File: src/ext_cap_pkg.sv
// Operation
// - capture header dword 1 of the first reported uncorrectable error, read-only
// - capture header dwords 2 to 4 of that packet into three read-only logs
// - serial number capability header reads identifier 0x3 in bits 15:0
// - both capability headers read version 0x1 in bits 19:16
// - virtual channel header next pointer, bits 31:20, lock-writable, resets to zero
// - 64-bit unique id as two lock-writable words, low half at lower offset
// - virtual channel capability header reads identifier 0x2 in its low field
// - extra virtual channel count, bits 2:0, reads zero
// - low priority extra virtual channel count, bits 6:4, reads zero
// - arbitration time base, bits 9:8, reads zero
// - port arbitration entry width reads 0x2 upstream, 0x0 downstream
// - entry width codes: 0 1-bit, 1 2-bit, 2 4-bit, 3 8-bit
// - low serial number word resets to zero and is sticky
package ext_cap_pkg;

  localparam int ADDR_W = 12;

  localparam logic [ADDR_W-1:0] OFF_HL1    = 12'h11C;
  localparam logic [ADDR_W-1:0] OFF_HL2    = 12'h120;
  localparam logic [ADDR_W-1:0] OFF_HL3    = 12'h124;
  localparam logic [ADDR_W-1:0] OFF_HL4    = 12'h128;
  localparam logic [ADDR_W-1:0] OFF_SN_CAP = 12'h180;
  localparam logic [ADDR_W-1:0] OFF_SN_LO  = 12'h184;
  localparam logic [ADDR_W-1:0] OFF_SN_HI  = 12'h188;
  localparam logic [ADDR_W-1:0] OFF_VC_CAP = 12'h200;
  localparam logic [ADDR_W-1:0] OFF_PVC1   = 12'h204;

  localparam int ID_LSB      = 0;
  localparam int VER_LSB     = 16;
  localparam int PTR_LSB     = 20;
  localparam int PTR_W       = 12;
  localparam int EXTRA_LSB   = 0;
  localparam int LOWPRI_LSB  = 4;
  localparam int ARBTB_LSB   = 8;
  localparam int ENTRY_LSB   = 10;

  localparam logic [15:0]      SN_CAP_ID      = 16'h0003;
  localparam logic [15:0]      VC_CAP_ID      = 16'h0002;
  localparam logic [3:0]       CAP_VERSION    = 4'h1;
  localparam logic [PTR_W-1:0] NEXT_PTR_RESET = 12'h000;
  localparam logic [31:0]      SN_LO_RESET    = 32'h0000_0000;
  localparam logic [31:0]      LOG_RESET      = 32'h0000_0000;
  localparam logic [2:0]       EXTRA_VC_COUNT = 3'h0;
  localparam logic [2:0]       LOWPRI_VC_COUNT = 3'h0;
  localparam logic [1:0]       ARB_TIME_BASE  = 2'h0;

  typedef enum logic [1:0] {
    ENTRY_1BIT = 2'h0,
    ENTRY_2BIT = 2'h1,
    ENTRY_4BIT = 2'h2,
    ENTRY_8BIT = 2'h3
  } arb_entry_width_t;

  localparam arb_entry_width_t UP_ENTRY   = ENTRY_4BIT;
  localparam arb_entry_width_t DOWN_ENTRY = ENTRY_1BIT;

  localparam logic [1:0] RESP_OKAY   = 2'h0;
  localparam logic [1:0] RESP_SLVERR = 2'h2;

  typedef enum logic [3:0] {
    SEL_NONE, SEL_HL1, SEL_HL2, SEL_HL3, SEL_HL4,
    SEL_SN_CAP, SEL_SN_LO, SEL_SN_HI, SEL_VC_CAP, SEL_PVC1
  } reg_sel_t;

  function automatic reg_sel_t decode(input logic [ADDR_W-1:0] addr);
    logic [ADDR_W-1:0] a;
    a = {addr[ADDR_W-1:2], 2'h0};
    case (a)
      OFF_HL1:    decode = SEL_HL1;
      OFF_HL2:    decode = SEL_HL2;
      OFF_HL3:    decode = SEL_HL3;
      OFF_HL4:    decode = SEL_HL4;
      OFF_SN_CAP: decode = SEL_SN_CAP;
      OFF_SN_LO:  decode = SEL_SN_LO;
      OFF_SN_HI:  decode = SEL_SN_HI;
      OFF_VC_CAP: decode = SEL_VC_CAP;
      OFF_PVC1:   decode = SEL_PVC1;
      default:    decode = SEL_NONE;
    endcase
  endfunction : decode

  function automatic logic [31:0] strobe_mask(input logic [3:0] strb);
    for (int i = 0; i < 4; i++) begin
      strobe_mask[i*8 +: 8] = {8{strb[i]}};
    end
  endfunction : strobe_mask

  function automatic logic [31:0] cap_header(input logic [15:0] id,
                                             input logic [PTR_W-1:0] ptr);
    cap_header = 32'h0000_0000;
    cap_header[ID_LSB +: 16] = id;
    cap_header[VER_LSB +: 4] = CAP_VERSION;
    cap_header[PTR_LSB +: PTR_W] = ptr;
  endfunction : cap_header

  function automatic logic [31:0] pvc1_word(input logic upstream);
    pvc1_word = 32'h0000_0000;
    pvc1_word[EXTRA_LSB +: 3] = EXTRA_VC_COUNT;
    pvc1_word[LOWPRI_LSB +: 3] = LOWPRI_VC_COUNT;
    pvc1_word[ARBTB_LSB +: 2] = ARB_TIME_BASE;
    pvc1_word[ENTRY_LSB +: 2] = upstream ? UP_ENTRY : DOWN_ENTRY;
  endfunction : pvc1_word

endpackage : ext_cap_pkg

File: src/lock_word_reg.sv
module lock_word_reg #(
  parameter int               WIDTH     = 32,
  parameter logic [WIDTH-1:0] RESET_VAL = '0
) (
  input  wire logic             aclk,
  input  wire logic             rst_n,
  input  wire logic             wr_en,
  input  wire logic             locked,
  input  wire logic [WIDTH-1:0] wr_data,
  input  wire logic [WIDTH-1:0] wr_mask,
  output logic      [WIDTH-1:0] value
);
  import ext_cap_pkg::*;

  wire             take = wr_en & ~locked;
  wire [WIDTH-1:0] value_next = (value & ~wr_mask) | (wr_data & wr_mask);

  if (WIDTH < 1 || WIDTH > 32) begin : g_chk
    $error("lock_word_reg width out of range");
  end

  always_ff @(posedge aclk) begin
    if (!rst_n) begin
      value <= RESET_VAL;
    end else if (take) begin
      value <= value_next;
    end
  end
endmodule : lock_word_reg

File: src/header_log_capture.sv
module header_log_capture (
  input  wire logic        aclk,
  input  wire logic        aresetn,
  input  wire logic        log_capture,
  input  wire logic        log_rearm,
  input  wire logic [31:0] header_word1,
  input  wire logic [31:0] header_word2,
  input  wire logic [31:0] header_word3,
  input  wire logic [31:0] header_word4,
  output logic      [31:0] log_word1,
  output logic      [31:0] log_word2,
  output logic      [31:0] log_word3,
  output logic      [31:0] log_word4,
  output logic             log_held
);
  import ext_cap_pkg::*;

  // only the first reported error is logged until the log is re-armed
  wire first = log_capture & (~log_held | log_rearm);
  // a capture in the re-arm cycle still lands and keeps the log held
  wire held_next = first | (log_held & ~log_rearm);

  always_ff @(posedge aclk) begin
    if (!aresetn) begin
      log_held <= 1'b0;
      log_word1 <= LOG_RESET;
      log_word2 <= LOG_RESET;
      log_word3 <= LOG_RESET;
      log_word4 <= LOG_RESET;
    end else begin
      log_held <= held_next;
      if (first) begin
        log_word1 <= header_word1;
        log_word2 <= header_word2;
        log_word3 <= header_word3;
        log_word4 <= header_word4;
      end
    end
  end
endmodule : header_log_capture

File: src/ext_capability_regs.sv
module ext_capability_regs #(
  parameter logic [31:0] SN_HI_RESET = 32'h0000_0000
) (
  input  wire logic                          aclk,
  input  wire logic                          aresetn,
  input  wire logic                          sticky_resetn,
  input  wire logic                          port_is_upstream,
  input  wire logic                          cfg_write_lock,
  input  wire logic                          log_capture,
  input  wire logic                          log_rearm,
  input  wire logic [31:0]                   header_word1,
  input  wire logic [31:0]                   header_word2,
  input  wire logic [31:0]                   header_word3,
  input  wire logic [31:0]                   header_word4,
  input  wire logic [ext_cap_pkg::ADDR_W-1:0] s_axi_awaddr,
  input  wire logic                          s_axi_awvalid,
  output logic                               s_axi_awready,
  input  wire logic [31:0]                   s_axi_wdata,
  input  wire logic [3:0]                    s_axi_wstrb,
  input  wire logic                          s_axi_wvalid,
  output logic                               s_axi_wready,
  output logic [1:0]                         s_axi_bresp,
  output logic                               s_axi_bvalid,
  input  wire logic                          s_axi_bready,
  input  wire logic [ext_cap_pkg::ADDR_W-1:0] s_axi_araddr,
  input  wire logic                          s_axi_arvalid,
  output logic                               s_axi_arready,
  output logic [31:0]                        s_axi_rdata,
  output logic [1:0]                         s_axi_rresp,
  output logic                               s_axi_rvalid,
  input  wire logic                          s_axi_rready,
  output logic [63:0]                        unique_id_value
);
  import ext_cap_pkg::*;

  logic                  aw_held_reg;
  logic                  w_held_reg;
  logic [ADDR_W-1:0]     awaddr_reg;
  logic [31:0]           wdata_reg;
  logic [3:0]            wstrb_reg;
  logic [PTR_W-1:0]      sn_ptr;
  logic [PTR_W-1:0]      vc_ptr;
  logic [31:0]           sn_lo;
  logic [31:0]           sn_hi;
  logic [31:0]           hl1;
  logic [31:0]           hl2;
  logic [31:0]           hl3;
  logic [31:0]           hl4;

  // write channel: address and data taken in either order, answered once both are in
  wire aw_fire  = s_axi_awvalid & s_axi_awready;
  wire w_fire   = s_axi_wvalid & s_axi_wready;
  wire wr_go    = aw_held_reg & w_held_reg & ~s_axi_bvalid;
  wire b_fire   = s_axi_bvalid & s_axi_bready;
  wire aw_held_next = aw_fire | (aw_held_reg & ~wr_go);
  wire w_held_next  = w_fire | (w_held_reg & ~wr_go);
  wire bvalid_next  = wr_go | (s_axi_bvalid & ~b_fire);
  wire awready_next = ~aw_held_next & ~bvalid_next;
  wire wready_next  = ~w_held_next & ~bvalid_next;

  wire reg_sel_t wr_sel = decode(awaddr_reg);
  wire [31:0]    wr_mask = strobe_mask(wstrb_reg);
  // writes are gated by the core reset so sticky state survives it
  wire           wr_en   = wr_go & aresetn;
  // read-only and reserved bits simply have no write path
  wire           wr_ok   = wr_sel != SEL_NONE;
  wire [1:0]     bresp_next = wr_ok ? RESP_OKAY : RESP_SLVERR;

  wire wr_sn_cap = wr_en & (wr_sel == SEL_SN_CAP);
  wire wr_sn_lo  = wr_en & (wr_sel == SEL_SN_LO);
  wire wr_sn_hi  = wr_en & (wr_sel == SEL_SN_HI);
  wire wr_vc_cap = wr_en & (wr_sel == SEL_VC_CAP);

  always_ff @(posedge aclk) begin
    if (!aresetn) begin
      aw_held_reg   <= 1'b0;
      w_held_reg    <= 1'b0;
      s_axi_awready <= 1'b0;
      s_axi_wready  <= 1'b0;
      s_axi_bvalid  <= 1'b0;
      s_axi_bresp   <= RESP_OKAY;
    end else begin
      aw_held_reg   <= aw_held_next;
      w_held_reg    <= w_held_next;
      s_axi_awready <= awready_next;
      s_axi_wready  <= wready_next;
      s_axi_bvalid  <= bvalid_next;
      if (wr_go) begin
        s_axi_bresp <= bresp_next;
      end
    end
  end

  always_ff @(posedge aclk) begin
    if (!aresetn) begin
      awaddr_reg <= '0;
      wdata_reg  <= 32'h0000_0000;
      wstrb_reg  <= 4'h0;
    end else begin
      if (aw_fire) begin
        awaddr_reg <= s_axi_awaddr;
      end
      if (w_fire) begin
        wdata_reg <= s_axi_wdata;
        wstrb_reg <= s_axi_wstrb;
      end
    end
  end

  // lock-writable fields
  lock_word_reg #(.WIDTH(PTR_W), .RESET_VAL(NEXT_PTR_RESET)) u_sn_ptr (
    .aclk    (aclk),
    .rst_n   (aresetn),
    .wr_en   (wr_sn_cap),
    .locked  (cfg_write_lock),
    .wr_data (wdata_reg[PTR_LSB +: PTR_W]),
    .wr_mask (wr_mask[PTR_LSB +: PTR_W]),
    .value   (sn_ptr)
  );

  lock_word_reg #(.WIDTH(PTR_W), .RESET_VAL(NEXT_PTR_RESET)) u_vc_ptr (
    .aclk    (aclk),
    .rst_n   (aresetn),
    .wr_en   (wr_vc_cap),
    .locked  (cfg_write_lock),
    .wr_data (wdata_reg[PTR_LSB +: PTR_W]),
    .wr_mask (wr_mask[PTR_LSB +: PTR_W]),
    .value   (vc_ptr)
  );

  // low serial word only answers the sticky reset
  lock_word_reg #(.WIDTH(32), .RESET_VAL(SN_LO_RESET)) u_sn_lo (
    .aclk    (aclk),
    .rst_n   (sticky_resetn),
    .wr_en   (wr_sn_lo),
    .locked  (cfg_write_lock),
    .wr_data (wdata_reg),
    .wr_mask (wr_mask),
    .value   (sn_lo)
  );

  lock_word_reg #(.WIDTH(32), .RESET_VAL(SN_HI_RESET)) u_sn_hi (
    .aclk    (aclk),
    .rst_n   (aresetn),
    .wr_en   (wr_sn_hi),
    .locked  (cfg_write_lock),
    .wr_data (wdata_reg),
    .wr_mask (wr_mask),
    .value   (sn_hi)
  );

  header_log_capture u_log (
    .aclk         (aclk),
    .aresetn      (aresetn),
    .log_capture  (log_capture),
    .log_rearm    (log_rearm),
    .header_word1 (header_word1),
    .header_word2 (header_word2),
    .header_word3 (header_word3),
    .header_word4 (header_word4),
    .log_word1    (hl1),
    .log_word2    (hl2),
    .log_word3    (hl3),
    .log_word4    (hl4),
    .log_held     ()
  );

  always_ff @(posedge aclk) begin
    unique_id_value <= {sn_hi, sn_lo};
  end

  // read channel: one word per request, data one cycle after the address
  wire ar_fire     = s_axi_arvalid & s_axi_arready;
  wire r_fire      = s_axi_rvalid & s_axi_rready;
  wire rvalid_next = ar_fire | (s_axi_rvalid & ~r_fire);
  wire arready_next = ~rvalid_next;

  wire reg_sel_t rd_sel = decode(s_axi_araddr);
  wire [31:0] sn_cap_word = cap_header(SN_CAP_ID, sn_ptr);
  wire [31:0] vc_cap_word = cap_header(VC_CAP_ID, vc_ptr);
  wire [31:0] pvc1_now    = pvc1_word(port_is_upstream);
  wire [31:0] rd_word =
      (rd_sel == SEL_HL1)    ? hl1 :
      (rd_sel == SEL_HL2)    ? hl2 :
      (rd_sel == SEL_HL3)    ? hl3 :
      (rd_sel == SEL_HL4)    ? hl4 :
      (rd_sel == SEL_SN_CAP) ? sn_cap_word :
      (rd_sel == SEL_SN_LO)  ? sn_lo :
      (rd_sel == SEL_SN_HI)  ? sn_hi :
      (rd_sel == SEL_VC_CAP) ? vc_cap_word :
      (rd_sel == SEL_PVC1)   ? pvc1_now : 32'h0000_0000;
  wire [1:0] rresp_next = (rd_sel == SEL_NONE) ? RESP_SLVERR : RESP_OKAY;

  always_ff @(posedge aclk) begin
    if (!aresetn) begin
      s_axi_arready <= 1'b0;
      s_axi_rvalid  <= 1'b0;
      s_axi_rdata   <= 32'h0000_0000;
      s_axi_rresp   <= RESP_OKAY;
    end else begin
      s_axi_arready <= arready_next;
      s_axi_rvalid  <= rvalid_next;
      if (ar_fire) begin
        s_axi_rdata <= rd_word;
        s_axi_rresp <= rresp_next;
      end
    end
  end
endmodule : ext_capability_regs

File: config.mk
export PLATFORM = sky130hd
export DESIGN_NAME = ext_capability_regs
export DESIGN_NICKNAME = d
export VERILOG_FILES = /design/src/ext_cap_pkg.sv /design/src/lock_word_reg.sv /design/src/header_log_capture.sv /design/src/ext_capability_regs.sv
export SDC_FILE = /design/constraint.sdc
export NUM_CORES = 1
export LEC_CHECK = 0
export ABC_CLOCK_PERIOD_IN_PS = 3100
export BUFFER_PORTS_ARGS = -buffer_cell sky130_fd_sc_hd__buf_2
export CORE_MARGIN = 2
export CORE_UTILIZATION = 36
export DETAILED_ROUTE_END_ITERATION = 16
export GPL_TIMING_DRIVEN = 0
export PLACE_DENSITY = 0.56
export SLEW_MARGIN = 20
export SYNTH_ARGS = -nofsm -noshare
export SYNTH_HDL_FRONTEND = slang
export SYNTH_SLANG_ARGS = --single-unit
File: constraint.sdc
create_clock -name aclk -period 3.1 [get_ports aclk]
set_clock_uncertainty 0.15 [all_clocks]
set_input_delay 0.62 -clock aclk [delete_from_list [all_inputs] [get_ports aclk]]
set_output_delay 0.62 -clock aclk [all_outputs]
set_load 0.005 [all_outputs]
==> results.md <==
- Type of the worst setup path: in2reg
- Fill cell total of the finished layout: 4,264
- Outcome: finished clean
- Total wirelength of the detailed-routed design: 56,680 um
- Final worst path period share: 95.41%
- Buffer levels on the longest clock path: 3
- Layout Cells excl Fill: 2,630
- Placeable core area: 0.04185 sq mm
- Leading cell types by total area after synthesis: dfxtp_1, nand2_1, a21boi_0
- Areal power density over the cells: 569.6 mW/mm^2
- RSZ-0062 raised after global routing: no
- Seq/Total Area, Yosys: 48.42%
- Max Slew Vio Count: 0
- Placer's final routability congestion estimate: 0.9278
- Register-to-Register Path Depth: 6
- Basic-gate share of the synthesized area counting and, or, nand and nor cells: 19.87%
- Mean post-synth cell area: 8.835 sq um
- # DRC: 0
- Post-detailed-route via-to-cell ratio: 5.257
- Port buffer count: 293
- Worst path arrival time: 3.27 ns
- XOR/XNOR share of the synthesized area: 0%
- Hold WS: 0.1401 ns
- Overall die height: 209.6 um
- Pin count of the biggest net entering global routing: 14
- Register clock-pin slew on the reported worst setup and hold paths: 0.06 ns
- Share of cell area taken by muxes after synthesis: 5.641%
- Setup_tns: 0 ns
- Post-CTS setup buffer count: 0
- Hold crit path type: in2reg
- Number of vias in the routed layout: 13,830
- First-pass iteration count of the detailed router: 5
- Leak Pwr: 7.737 nW
- Depth of the CTS H-tree: 2
- Most frequent cell after synthesis: nand2_1
- Die area: 0.04392 sq mm
- TritonCTS buffer count: 41
- Clock tree sinks: 368
- Final Hold Vio Count: 0
- Share of final-layout standard cells stronger than drive strength 1: 20.14%
- Source-to-sink clock delay at the later pin of the worst-skew pair: 0.57 ns
- Core Rows: 75
- Post-layout minimum cycle time: 2.958 ns
- Largest voltage drop on the vdd net: 0.3222 mV
- Compound-gate portion of the synthesized area: 22.23%
- Number of instances in the synthesized netlist: 1,722
- EDFF count, synth: 0
- Crit end category: flip-flop
- Remaining global-route overflow: 0
- Data required time at the worst endpoint: 3.41 ns
- Cell type with the largest total area after synthesis: dfxtp_1
- Area growth from synthesis to layout: 23.00%
- Final-report setup violation count: 0
- Number of instances in the placed design: 2,555
- Number of warnings reported in the yosys synthesis log: 0
- Startpoint class of the critical path: input port
- Worst flop-to-flop path startpoint: awaddr_reg[11]$_SDFFE_PN0P_
- Ys flop type: dfxtp_1
- DRT iter0 DRCs: 974
- Number of I/O pins: 305
- Setup slack on the worst flop-to-flop path: 0.27 ns
- Master cell of the clock root buffer: clkbuf_16
- Nets@finish: 2,259
- Largest family of logic cells by synthesized area: compound AO/OA/AOI/OAI gates
- Final worst setup slack: 0.1424 ns
- Beginning of the worst hold path: s_axi_wdata[8]
- Max-capacitance violation count: 0
- Timing-limited maximum frequency: 338.1 MHz
- Placed wire-length estimate after detailed placement: 43,830 um
- Biggest fanout along the worst timing path: 10
- Top cells by count, synth: nand2_1, dfxtp_1, a21boi_0
- Effective utilization at floorplan: 36.35%
- Post-Route Utilization: 44.71%
- Total area of multi-input combinational cells: 0.007282 sq mm
- Min-Delay Endpoint: wdata_reg[8]$_SDFFE_PN0P_
- Asr flop ratio synth: 0%
- FF+latch area: 0.007367 sq mm
- Hold buffers post-CTS: 0
- Clock tree from TritonCTS: yes
- Die W: 209.6 um
- Antenna violations before repair: 4
- Total GRT Usage: 25.39%
- Cell area after technology mapping: 0.01521 sq mm
- Worst Setup Slack post-DPL: -0.3680 ns
- Synthesis-stage register bit count: 368
- Yosys top cell area share: 48.42%
- Slew @ Worst Pin: 0.9730 ns
- Routed Antenna Nets: 0
- Via count of the first global-routing pass: 13,690
- Slew headroom: 35.14%
- Wire length of the first global-routing pass: 83,280 um
- Cells on Worst Hold Path: 3
- Wire length per cell: 21.55 um
- Adder-Cell Fraction of Synth Area: 0%
- Distinct cell type count of the synthesized netlist: 68
where the power goes:
part	switching, mW	internal [mW]
logic	0.486	0.295
registers	0.109	4.87
clock network	2.04	2.86
cell type report:
class,instances,share of cell area [%]
sequential,368,39.37
antenna,1,0.01337
multi-input combinational,1221,38.91
clock inverter,18,1.056
tap,539,3.604
inverter,6,0.1203
timing repair buffer,293,7.836
clock buffer,56,6.111
buffer,128,2.982
timing repair:
action | CTS | global route
hold endpoints to repair | 0 | 0
setup endpoints to repair | 0 | 20
resized for setup | 0 | 2
critical path, cell delays in order:
cell,delay [ns]
clkbuf_1,0.32
inv_1,0.22
a22o_1,0.29
a21oi_2,0.37
buf_6,0.25
buf_6,0.23
mux2i_1,0.49
o22ai_1,0.24
a21o_1,0.22
cell families (layout without fill, tap and decap cells):
| group | count (synthesis) | in the layout |
|---|---|---|
| AOI/OAI and AO/OA | 466 | 466 |
| muxes | 83 | 83 |
| other | 1 | 3 |
| buffers and inverters | 134 | 501 |
| and+or+nand+nor | 670 | 670 |
| DFF | 368 | 368 |
through the flow:
step | power [mW] | instance area [sq um]
final | 10.66 | 18710
after global routing | 11.02 | 18710
after CTS | 10.73 | 18700
after detailed placement | 5.856 | 17360
after global placement | 5.842 | 17360
after floorplan | 5.463 | 15220
layout by cell type, fill, tap and decap left out, types with 13 or more instances in the layout:
master and n:
a21boi_0 223, a21oi_1 56, a21o_1 28, a221oi_1 13, nand2_1 453, clkbuf_16 42
or3_1 13, dfxtp_1 368, buf_2 304, o22ai_1 20, o21ai_0 42, nor2b_1 51
nor2_1 17, clkbuf_1 112, mux2i_1 70, nand3_1 53, nor3_1 15
how the worst max path moves through the flow:
stage / startpoint / to
floorplan: s_axi_araddr[6] / s_axi_rdata[6]$_SDFFE_PN0P_
global placement: s_axi_araddr[2] / s_axi_rdata[14]$_SDFFE_PN0P_
detailed placement: s_axi_araddr[2] / s_axi_rdata[14]$_SDFFE_PN0P_
CTS: awaddr_reg[11]$_SDFFE_PN0P_ / flip-flop
global route: awaddr_reg[11]$_SDFFE_PN0P_ / flip-flop
finish: s_axi_araddr[2] / s_axi_rdata[13]$_SDFFE_PN0P_
routing by layer:
layer | vias to the layer above | wire length, um | global-route usage, %
li1 | 6649 | - | -
met1 | 6555 | 25530 | 34.28
met2 | 512 | 25370 | 40.56
met3 | 104 | 3668 | 4.190
met4 | 6 | 2076 | 10.30
met5 | - | 37 | 0
(Power assumes the default switching activity.)
